--- config.mk ---
export PLATFORM = sky130hd
export DESIGN_NAME = sop_serial_out
export DESIGN_NICKNAME = d
export VERILOG_FILES = /design/src/verilog/sop_pkg.sv /design/src/verilog/sop_serial_out.sv /design/src/verilog/sop_tick_div.sv /design/src/verilog/sop_fifo.sv
export SDC_FILE = /design/constraint.sdc
export NUM_CORES = 1
export LEC_CHECK = 0
export ABC_AREA = 1
export ABC_CLOCK_PERIOD_IN_PS = 2700
export BUFFER_PORTS_ARGS = -buffer_cell sky130_fd_sc_hd__buf_2
export CORE_MARGIN = 1
export CORE_UTILIZATION = 40
export DETAILED_ROUTE_END_ITERATION = 8
export PLACE_DENSITY = 0.63
export SETUP_SLACK_MARGIN = 0.1
export SYNTH_ARGS = -nofsm -noshare
export SYNTH_HDL_FRONTEND = slang
export SYNTH_SLANG_ARGS = --single-unit
--- constraint.sdc ---
create_clock -name core_clk_in -period 2.7 [get_ports core_clk_in]
set_clock_uncertainty 0.1 [all_clocks]
set_input_delay 0.135 -clock core_clk_in [delete_from_list [all_inputs] [get_ports core_clk_in]]
set_output_delay 0.135 -clock core_clk_in [all_outputs]
set_load 0.01 [all_outputs]
--- src/verilog/sop_pkg.sv ---
// Constants shared by the serial output port and its helper modules.
// Assumes a single 100 MHz core clock and a 16-bit two-channel converter.

package sop_pkg;

   // ****************************************************************
   // Data widths.
   // ****************************************************************
   localparam int unsigned CHAN_W = 16;
   localparam int unsigned WORD_W = 2 * CHAN_W;
   localparam int unsigned CNT_W = 5;
   localparam logic [CNT_W-1:0] FRAME_LAST = 5'h1f;

   // ****************************************************************
   // Positions of the synchronised pin inputs.
   // ****************************************************************
   localparam int unsigned CFG_SER = 0;
   localparam int unsigned CFG_EXT = 1;
   localparam int unsigned CFG_INV = 2;
   localparam int unsigned CFG_RDC = 3;
   localparam int unsigned CFG_ORD = 4;
   localparam int unsigned CFG_SCK = 5;
   localparam int unsigned CFG_RSN = 6;
   localparam int unsigned CFG_W = 7;

   // ****************************************************************
   // Parallel result bits carried by the shared pins.
   // ****************************************************************
   localparam int unsigned PAR_BIT6 = 6;
   localparam int unsigned PAR_BIT7 = 7;
   localparam int unsigned PAR_BIT8 = 8;

   // ****************************************************************
   // Master clock phases: rise, fall, data update.
   // ****************************************************************
   localparam logic [1:0] PH_RISE = 2'h0;
   localparam logic [1:0] PH_FALL = 2'h2;
   localparam logic [1:0] PH_UPD = 2'h3;

   // ****************************************************************
   // Defaults of the top-level parameters.
   // ****************************************************************
   localparam int unsigned SCLK_DIV_DEF = 4;
   localparam int unsigned FIFO_DEPTH_DEF = 4;

endpackage

--- src/verilog/sop_serial_out.sv ---
// Serial output port of a dual simultaneous-sampling converter.
// Assumes results arrive on the core clock; all pins are asynchronous.
//
// Contract
// - Serial mode: shared pin inverts serial clock.
// - Parallel mode: shared pins carry bits 6-8.
// - Chain/read-mode pin meaning follows clock source.
// - Slave: chain input appears 32 clocks later.
// - Master, read-mode high: previous data during conversion.
// - Master, read-mode low: shift after conversion only.
// - Serial mode: data pin is serial output.
// - Both results held in 32-bit shift register.
// - Each result leaves MSB first.
// - Channel order select picks first channel.
// - Order high: A then B; low: B then A.
// - Master: data valid on both clock edges.
// - Slave, no inversion: update on rising edge.
// - Slave, inverted: update on falling edge.
// - Source low drives clock; high uses host clock.
// - Select low parallel; high serial on subset.

`timescale 1ns/1ps

module sop_serial_out import sop_pkg::*; #(
   parameter int unsigned CLK_DIV = SCLK_DIV_DEF,
   parameter int unsigned FIFO_DEPTH = FIFO_DEPTH_DEF
) (
   // Clock and reset.
   input wire logic core_clk_in,
   input wire logic rstn_in,
   // Mode pins.
   input wire logic serial_parallel_select_in,
   input wire logic clock_source_select_in,
   input wire logic channel_order_select_in,
   input wire logic read_select_n_in,
   // Shared pin carrying bit 6 or the clock invert select.
   input wire logic clock_invert_select_in,
   output logic parallel_bit6_out,
   output logic parallel_bit6_oe_out,
   // Shared pin carrying bit 7 or the read mode / chain input.
   input wire logic read_mode_or_chain_input_in,
   output logic parallel_bit7_out,
   output logic parallel_bit7_oe_out,
   // Shared pin carrying bit 8 or the serial data.
   output logic serial_result_out,
   // Serial clock pin.
   input wire logic serial_clk_in,
   output logic serial_clk_out,
   output logic serial_clk_oe_out,
   // Converter side.
   input wire logic [CHAN_W-1:0] result_a_in,
   input wire logic [CHAN_W-1:0] result_b_in,
   input wire logic result_valid_in,
   output logic result_ready_out,
   input wire logic busy_in,
   output logic read_active_out
);

   // ****************************************************************
   // State.
   // ****************************************************************
   typedef struct packed {
      logic [CFG_W-1:0] s1;
      logic [CFG_W-1:0] s2;
      logic ck_prev;
      logic rs_prev;
      logic busy_prev;
      logic [WORD_W-1:0] sr;
      logic [CNT_W-1:0] cnt;
      logic [1:0] phase;
      logic active;
      logic mclk;
      logic sdo;
      logic [2:0] par;
      logic pin6;
      logic pin7;
      logic pin8;
      logic oe_par;
      logic clk_pin;
      logic clk_oe;
   } sop_st_t;

   sop_st_t q, d;

   logic tick;
   logic fifo_valid;
   logic [WORD_W-1:0] fifo_data;
   logic fifo_ready;
   logic pop;
   logic [WORD_W-1:0] ordered;
   logic ser;
   logic ext;
   logic inv;
   logic chain;
   logic sck_eff;
   logic sck_eff_prev;
   logic upd;
   logic slave_start;
   logic master_start;

   // Refuse a divider below one or a FIFO depth below two; the FIFO itself refuses a depth that is not a power of two.
   if (CLK_DIV < 1 || FIFO_DEPTH < 2) begin : g_chk
      $error("Serial clock divider or FIFO depth out of range.");
   end

   // ****************************************************************
   // Helpers: serial clock divider and result FIFO.
   // ****************************************************************
   sop_tick_div #(
      .DIV(CLK_DIV)
   ) u_div (
      .core_clk_in(core_clk_in),
      .rstn_in(rstn_in),
      .tick_out(tick)
   );

   // The channel order is fixed when the result is captured.
   // The select is read after its synchroniser, like every other pin.
   assign ordered = q.s2[CFG_ORD] ? {result_a_in, result_b_in}
                                  : {result_b_in, result_a_in};

   sop_fifo #(
      .WIDTH(WORD_W),
      .DEPTH(FIFO_DEPTH)
   ) u_fifo (
      .core_clk_in(core_clk_in),
      .rstn_in(rstn_in),
      .in_valid_in(result_valid_in),
      .in_data_in(ordered),
      .in_ready_out(fifo_ready),
      .out_valid_out(fifo_valid),
      .out_data_out(fifo_data),
      .out_ready_in(pop)
   );

   // ****************************************************************
   // Next state.
   // ****************************************************************
   always_comb begin
      d = q;
      d.s1 = {read_select_n_in, serial_clk_in, channel_order_select_in,
              read_mode_or_chain_input_in, clock_invert_select_in,
              clock_source_select_in, serial_parallel_select_in};
      d.s2 = q.s1;
      ser = q.s2[CFG_SER];
      ext = q.s2[CFG_EXT];
      inv = q.s2[CFG_INV];
      chain = q.s2[CFG_RDC];
      d.ck_prev = q.s2[CFG_SCK];
      d.rs_prev = q.s2[CFG_RSN];
      d.busy_prev = busy_in;
      // The host clock is folded with the invert select so one edge updates.
      sck_eff = q.s2[CFG_SCK] ^ inv;
      sck_eff_prev = q.ck_prev ^ inv;
      upd = ser && ext && q.active && sck_eff && !sck_eff_prev;
      slave_start = ser && ext && !q.s2[CFG_RSN] && q.rs_prev;
      // Read mode decides whether the frame overlaps a conversion.
      master_start = ser && !ext && !q.active && fifo_valid &&
                     (chain ? (busy_in && !q.busy_prev)
                            : !busy_in);
      pop = slave_start || master_start;

      // Parallel bits come from the channel that the order select picks.
      if (result_valid_in) begin
         d.par = q.s2[CFG_ORD]
                 ? result_a_in[PAR_BIT8:PAR_BIT6]
                 : result_b_in[PAR_BIT8:PAR_BIT6];
      end

      if (master_start) begin
         d.sr = fifo_data;
         d.sdo = fifo_data[WORD_W-1];
         d.cnt = '0;
         d.phase = PH_RISE;
         d.mclk = 1'b0;
         d.active = 1'b1;
      end else if (ser && !ext && q.active && tick) begin
         d.phase = q.phase + 2'h1;
         if (q.phase == PH_RISE) begin
            d.mclk = 1'b1;
         end else if (q.phase == PH_FALL) begin
            d.mclk = 1'b0;
         end else if (q.phase == PH_UPD) begin
            // Data move midway through the low half, clear of both edges.
            if (q.cnt == FRAME_LAST) begin
               d.active = 1'b0;
            end else begin
               d.cnt = q.cnt + CNT_W'(1);
               d.sr = {q.sr[WORD_W-2:0], 1'b0};
               d.sdo = q.sr[WORD_W-2];
            end
         end
      end else if (slave_start) begin
         if (fifo_valid) begin
            d.sr = fifo_data;
            d.sdo = fifo_data[WORD_W-1];
         end else begin
            d.sdo = q.sr[WORD_W-1];
         end
         d.active = 1'b1;
      end else if (upd) begin
         // Chain bits enter at the bottom and follow the local word out.
         d.sr = {q.sr[WORD_W-2:0], chain};
         d.sdo = q.sr[WORD_W-2];
      end else if (ser && ext && q.active && q.s2[CFG_RSN]) begin
         d.active = 1'b0;
      end

      if (!ser || (!ext && !q.active && !master_start)) begin
         if (!ext || !ser) begin
            d.active = q.active && ser;
         end
      end

      // Pin drivers.
      // Bits six and seven only matter while the parallel port owns the pins.
      d.oe_par = !ser;
      d.pin6 = d.par[0];
      d.pin7 = d.par[1];
      d.pin8 = ser ? d.sdo : d.par[2];
      d.clk_oe = ser && !ext;
      d.clk_pin = d.mclk ^ inv;
   end

   always_ff @(posedge core_clk_in) begin
      if (!rstn_in) begin
         q <= '0;
         q.rs_prev <= 1'b1;
      end else begin
         q <= d;
      end
   end

   // ****************************************************************
   // Outputs.
   // ****************************************************************
   assign parallel_bit6_out = q.pin6;
   assign parallel_bit6_oe_out = q.oe_par;
   assign parallel_bit7_out = q.pin7;
   assign parallel_bit7_oe_out = q.oe_par;
   assign serial_result_out = q.pin8;
   assign serial_clk_out = q.clk_pin;
   assign serial_clk_oe_out = q.clk_oe;
   assign result_ready_out = fifo_ready;
   assign read_active_out = q.active;
endmodule

--- src/verilog/sop_tick_div.sv ---
// Divider that emits a one-cycle enable pulse every DIV core clocks.
// Assumes the enable is only read on the same clock.

`timescale 1ns/1ps

module sop_tick_div import sop_pkg::*; #(
   parameter int unsigned DIV = SCLK_DIV_DEF
) (
   // Clock and reset.
   input wire logic core_clk_in,
   input wire logic rstn_in,
   // Enable pulse.
   output logic tick_out
);

   localparam int unsigned CW = (DIV > 1) ? $clog2(DIV) : 1;
   localparam logic [CW-1:0] LAST = CW'(DIV - 1);

   typedef struct packed {
      logic [CW-1:0] cnt;
      logic tick;
   } sop_div_st_t;

   sop_div_st_t q, d;

   if (DIV < 1) begin : g_chk
      $error("Divider ratio must be at least one.");
   end

   always_comb begin
      d = q;
      d.tick = (q.cnt == LAST);
      d.cnt = (q.cnt == LAST) ? '0 : q.cnt + CW'(1);
   end

   always_ff @(posedge core_clk_in) begin
      if (!rstn_in) begin
         q <= '0;
      end else begin
         q <= d;
      end
   end

   assign tick_out = q.tick;

endmodule

--- src/verilog/sop_fifo.sv ---
// Small result FIFO with valid and ready on both sides.
// Assumes both sides run on the core clock; read data come from registers.

`timescale 1ns/1ps

module sop_fifo import sop_pkg::*; #(
   parameter int unsigned WIDTH = WORD_W,
   parameter int unsigned DEPTH = FIFO_DEPTH_DEF
) (
   // Clock and reset.
   input wire logic core_clk_in,
   input wire logic rstn_in,
   // Fill side.
   input wire logic in_valid_in,
   input wire logic [WIDTH-1:0] in_data_in,
   output logic in_ready_out,
   // Drain side.
   output logic out_valid_out,
   output logic [WIDTH-1:0] out_data_out,
   input wire logic out_ready_in
);

   localparam int unsigned AW = (DEPTH > 1) ? $clog2(DEPTH) : 1;
   localparam logic [AW:0] FULL = (AW+1)'(DEPTH);

   typedef struct packed {
      logic [DEPTH-1:0][WIDTH-1:0] mem;
      logic [AW-1:0] wr;
      logic [AW-1:0] rd;
      logic [AW:0] count;
      logic not_full;
   } sop_fifo_st_t;

   sop_fifo_st_t q, d;
   logic push;
   logic pop;

   if (DEPTH < 2 || (DEPTH & (DEPTH - 1)) != 0) begin : g_chk
      $error("FIFO depth must be a power of two, at least two.");
   end

   always_comb begin
      d = q;
      push = in_valid_in && q.not_full;
      pop = out_ready_in && (q.count != '0);
      if (push) begin
         d.mem[q.wr] = in_data_in;
         d.wr = q.wr + AW'(1);
      end
      if (pop) begin
         d.rd = q.rd + AW'(1);
      end
      if (push && !pop) begin
         d.count = q.count + (AW+1)'(1);
      end else if (pop && !push) begin
         d.count = q.count - (AW+1)'(1);
      end
      d.not_full = (d.count != FULL);
   end

   always_ff @(posedge core_clk_in) begin
      if (!rstn_in) begin
         q <= '0;
         q.not_full <= 1'b1;
      end else begin
         q <= d;
      end
   end

   assign in_ready_out = q.not_full;
   assign out_valid_out = (q.count != '0);
   assign out_data_out = q.mem[q.rd];

endmodule

# --- Word-level counts from Yosys, hierarchy flattened ---
# Cells that the tools add are included.
word_totals:
  regBits: 207
  input_bits: 43
classes:
  n_eq_ne: 10
  addsub: 7
  mux: 43
  reduce_logical: 42
  order_cmp: 3
  n_bitwise: 7
ops:
  columns: ["op", "count"]
  rows:
  - ["2-to-1 mux 32 bit", 7]
  - ["2-to-1 mux 37 bit", 4]
  - ["bitwise mux 128 bit", 1]
  - ["binary-select mux 32 bit (select 2 bit)", 1]
  - ["demux 32 bit (select 2 bit)", 1]
  - ["2-to-1 mux 42 bit", 1]
  - ["2-to-1 mux 1 bit", 23]
  - ["logical AND 1 bit", 22]
  - ["2-to-1 mux 3 bit", 4]
  - ["!= test 3 bit (second input constant)", 4]
  - ["zero test 1 bit", 10]
  - ["adder 2 x 1 -> 2 bit (second input constant)", 4]
  - ["2-to-1 mux 7 bit", 1]
  - ["equality test 2 bit (second input constant)", 3]
  - ["less-than comparator 2 x 3 -> 1 bit (second input constant)", 2]
  - ["AND reduction 6 bit", 1]
  - ["adder 5 x 1 -> 5 bit (second input constant)", 1]
  - ["equality test 5 bit (second input constant)", 1]
  - ["AND reduction 5 bit", 1]
  - ["!= test 4 x 2 -> 1 bit (second input constant)", 1]
  - ["inverter 1 bit", 4]
  - ["nonzero test 4 bit", 1]
  - ["OR reduction 2 bit", 2]
  - ["adder 3 x 1 -> 3 bit (second input constant)", 1]
  - ["7 further kinds", 11]

# --- Longest topological paths before layout ---
logic_depth:
  ltp_word: 11
  depth_mapped: 15

# --- By module ---
# Synthesis repeated with hierarchy kept, for this count alone.
unflattened:
  hier_cells: 1357
  area_unflattened_um2: 9614.2
modules_own_cells:
  columns: ["mod", "seq_area_each_um2", "area_each_um2", "cells_per_inst", "n_inst"]
  rows:
  - ["sop_fifo", 2722.6, 6084.6, 810, 1]
  - ["sop_serial_out", 1321.3, 3430.8, 536, 1]
  - ["sop_tick_div", 60.1, 98.8, 11, 1]

# --- Least setup slack after synthesis ---
# No wires, ideal clock.
synth_timing:
  path_kind: "flip-flop to flip-flop"
  startpoint: "register q[14] (netlist name)"
  endpoint: "register q[20] (netlist name)"
  setup_ns: 0.117
  path_buffers: 2
  required_ns: 2.483
  path_slack_ns: 0.784
  stages_incl_launch_ff: 14
  arrival_ns: 1.699
  path_cell_list: "dfxtp_1 -> ha_1 -> inv_1 -> nor3_1 -> ha_1 -> inv_1 -> nand3_1 -> nor2_4 -> inv_2 -> nand3_2 -> buf_6 -> buf_6 -> o21ai_0 -> nor2_1"
synth_between:
  elab_chain_len: 3
synth_lines:
  columns: ["item", "line", "rtl"]
  rows:
  - ["start, declared", "sop_serial_out.sv:83", "sop_st_t q, d;"]
  - ["equality test 5 bit", "sop_serial_out.sv:185", "if (q.cnt == FRAME_LAST) begin"]
  - ["!= test 3 bit (no source line)", null, null]
  - ["AND reduction 6 bit (no source line)", null, null]
# No other way between the ends.
# A chain may end at the register's enable or synchronous reset.

# --- Final worst setup path ---
layout_timing:
  startpoint: "register u_fifo.q[1] (netlist name)"
  endpoint: "register q[41] (netlist name)"
layout_between:
  elab_chain_len: 5
  word_cells_on_any_way: 11
  cone_classes: "eq/ne (5); mux (1); reduce/logical (5)"
layout_lines:
  columns: ["item", "line", "rtl"]
  rows:
  - ["start, declared", "sop_fifo.sv:34", "sop_fifo_st_t q, d;"]
  - ["nonzero test 3 bit *", "sop_fifo.sv:71", "assign out_valid_out = (q.count != '0);"]
  - ["logical AND 1 bit (2 in a row)", "sop_serial_out.sv:158", "master_start = ser && !ext && !q.active && fifo_valid &&"]
  - ["!= test 4 x 2 -> 1 bit (no source line) (tied with other cells)", null, null]
  - ["AND reduction 6 bit (no source line)", null, null]
# Mark *: on every way between the ends. The rest lies on a longest branch, timed or not.

==> impl_metrics.yaml <==
run_status:
  status: "complete, no violations"
pwr:
  p_total_mw: 6.93
  p_per_area_nw_per_um2: 666
  p_leak_nw: 4.03
  peakVddDrop_v: 0.000297
synthesis:
  syn_area_sq_um: 9140
  synth_flop_cell: "dfxtp_1"
  synth_edf_count: 0
  synth.avg_cell_area_sq_um: 7.17
  yosys.cell_count.top_type: "a21oi_1"
  yosysTopAreaCell: "dfxtp_1"
  synth.distinct_cells: 30
  synth.top_cell.area_share_pct: 44.9
  ys_ff_latch: 205
  synthArstFlopShare_pct: 0
  postSynthCellCount: 1275
  ys_warn_count: 0
  synthesis.nets: 1331
  synthTopCellsByArea: "dfxtp_1, a21oi_1, o21ai_0"
  synth-seq-area-share_pct: 44.9
  synth_common_cells: "a21oi_1, dfxtp_1, nand2_1, o21ai_0, inv_1"
worst_hold_path:
  hp-class: "in2reg"
  min_delay_path_depth: 5
route:
  drtIter0Drc: 589
  ant_nets: 0
  vias_per_cell: 5.32
  vias: 8432
  drcViolationCount: 0
  routedWlPerCell_microns: 15.5
  wirelength_mm: 24.5
  drtPass1Iterations: 5
cells_and_area:
  n_fill_cell: 2211
  multiInputGateArea_sq_um: 4120
  diodes: 0
  num-nets-final: 1344
  ff_latch_area_sq_um: 4110
  syn2layout_area_growth_pct: 13.8
  drive_above_1_share_pct: 10.0
grt:
  first_global_vias: 7859
  grt_remaining_overflow: 0
  track_usage_pct: 21.1
  antenna_found_initial: 0
  grt_pass1_wl_mm: 40.7
  grt_max_degree: 109
critical_path:
  worstReg2RegStart: "u_fifo.q[1]$_SDFF_PN0_"
  path_class: "reg2reg"
  ff2ff_path_depth: 12
  startpoint: "u_fifo.q[1]$_SDFF_PN0_"
  arrival_ns: 2.59
  worstSetupStartpointType: "flip-flop"
  reg2reg_slack_ns: 0.45
  path_max_fanout: 35
  cp_data_required_time_ns: 3.04
  critPathCapture: "q[41]$_SDFFE_PN0P_"
  rr_endpoint: "q[41]$_SDFFE_PN0P_"
  end_kind: "flip-flop"
placement:
  io_buffers: 51
  dpl.hpwl_mm: 14.9
  gp_congestion: 0.781
sta:
  hold-worst-slack_ns: 0.0318
  rsz0062_at_grt: "no"
  fmax_ghz: 0.444
  fin_setup_tns_ns: 0
  period_minus_slack_ns: 2.25
  max_slew.worst_pin.slew_ns: 0.759
  relSlewSlack_pct: 48.9
  finalMaxSlewViolations: 0
  hold_viol: 0
  finalCritPeriodShare_pct: 83.4
  setup_viol: 0
cts:
  ctsResizeCount: 0
  cts_setup_buffers: 0
  htreeDepth: 1
  numCtsBuffers: 22
  cts_hold_buf: 9
  cts_sinks: 205
  cts_root_buffer: "clkbuf_16"
  clk_pin_slew_ns: 0.06
  clk_latency_ns: 0.50
  cts.path.max_buffers: 3
  cts_tree: "done"
job:
  cap_violations: 0
die:
  row_count: 54
  start_util_pct: 41.4
  dieArea_sq_um: 23400
  die_h_microns: 153
  core_sq_um: 22100
  die_w_microns: 153
  ios: 52
==> through the flow <==
step	worst slack [ns]	area, sq um	utilization, %	cells
6_report	0.449	10400	47.1	1584
5_1_grt	0.183	10400	47.1	1584
4_1_cts	0.448	10400	47.1	1584
3_5_place_dp	0.467	9580	43.4	1535
3_3_place_gp	0.530	9580	43.4	1535
2_1_floorplan	0.784	9140	-	1275
==> layout make-up <==
class	instances	area share, %
flip-flops and latches	205	39.5
repair buffers	87	5.75
clock buffers	36	6.58
multi-input cells	840	39.6
clock inverters	4	0.433
inverters	132	4.76
well taps	280	3.37
==> layer usage <==
metal,track usage (%),share of wire (%),vias to the layer above
li1,-,-,4265
met1,29.4,48,3908
met2,34.5,45,226
met3,2.69,5.7,33
met4,5.39,1.7,0
met5,0,0,-
==> how the worst min path moves through the flow <==
stage / startpoint / to / slack, ns
floorplan: busy_in / q[51]$_SDFF_PN0_ / 0.13
global placement: read_select_n_in / d[60]$_SDFF_PN0_ / 0.22
detailed placement: read_mode_or_chain_input_in / d[57]$_SDFF_PN0_ / 0.22
CTS: result_a_in[7] / u_fifo.q[79]$_SDFFE_PN0P_ / 0.01
global route: result_a_in[7] / u_fifo.q[15]$_SDFFE_PN0P_ / 0.05
finish: result_a_in[3] / u_fifo.q[11]$_SDFFE_PN0P_ / 0.03
==> where the power goes <==
group / total [mW] / internal [mW] / switching, mW
clock network: 3.01 / 1.82 / 1.19
logic: 0.695 / 0.229 / 0.465
registers: 3.22 / 3.17 / 0.0583
==> cell families (layout without fill, tap and decap cells) <==
logic type	count (synthesis)	in the layout	synth area share [%]
AO/OA/AOI/OAI	453	453	25.9
AND/OR/NAND/NOR	374	374	17.3
buffers and inverters	230	259	10.1
flip-flops	205	205	44.9
adder cells (fa/ha/maj)	13	13	1.78
==> placed cells by master, fill, tap and decap left out, types with 3 or more instances in the layout <==
master | synthesis | layout
a21oi_1 | 220 | 220
a31oi_1 | 25 | 25
buf_12 | 0 | 4
buf_2 | 19 | 51
buf_4 | 1 | 23
clkbuf_1 | 60 | 7
clkbuf_16 | 0 | 23
clkbuf_8 | 0 | 6
clkinv_2 | 0 | 3
dfxtp_1 | 205 | 203
dlygate4sd3_1 | 0 | 9
ha_1 | 13 | 13
inv_1 | 129 | 127
inv_2 | 3 | 5
nand2_1 | 191 | 189
nand2_2 | 3 | 5
nand3_1 | 81 | 81
nand4_1 | 3 | 3
nor2_1 | 76 | 76
nor3_1 | 11 | 11
o211ai_1 | 18 | 18
o21a_1 | 6 | 6
o21ai_0 | 159 | 159
o21ai_1 | 22 | 22
==> state kept, by name (all words and copies together) (netlist names) <==
name and cells:
serial_clk_out 1, read_active_out 1, d 9, parallel_bit6_oe_out 1
u_div.tick_out 1, serial_result_out 1, chain 1, ext 1
inv 1, u_div.q 2, u_fifo.q 135, q 49
serial_clk_oe_out 1, u_fifo.in_ready_out 1
==> critical path, stage by stage (launching register included) <==
cell and delay (ns):
dfxtp_1 0.35, inv_1 0.08, ha_1 0.21, nand2_2 0.14
nand2_1 0.07, inv_1 0.08, nand3_2 0.16, nand2_2 0.18
buf_4 0.37, a21oi_1 0.12, a31oi_1 0.18, nor2_1 0.06
nor2_1 0.09
No activity file was read; power rests on OpenSTA's default activity.
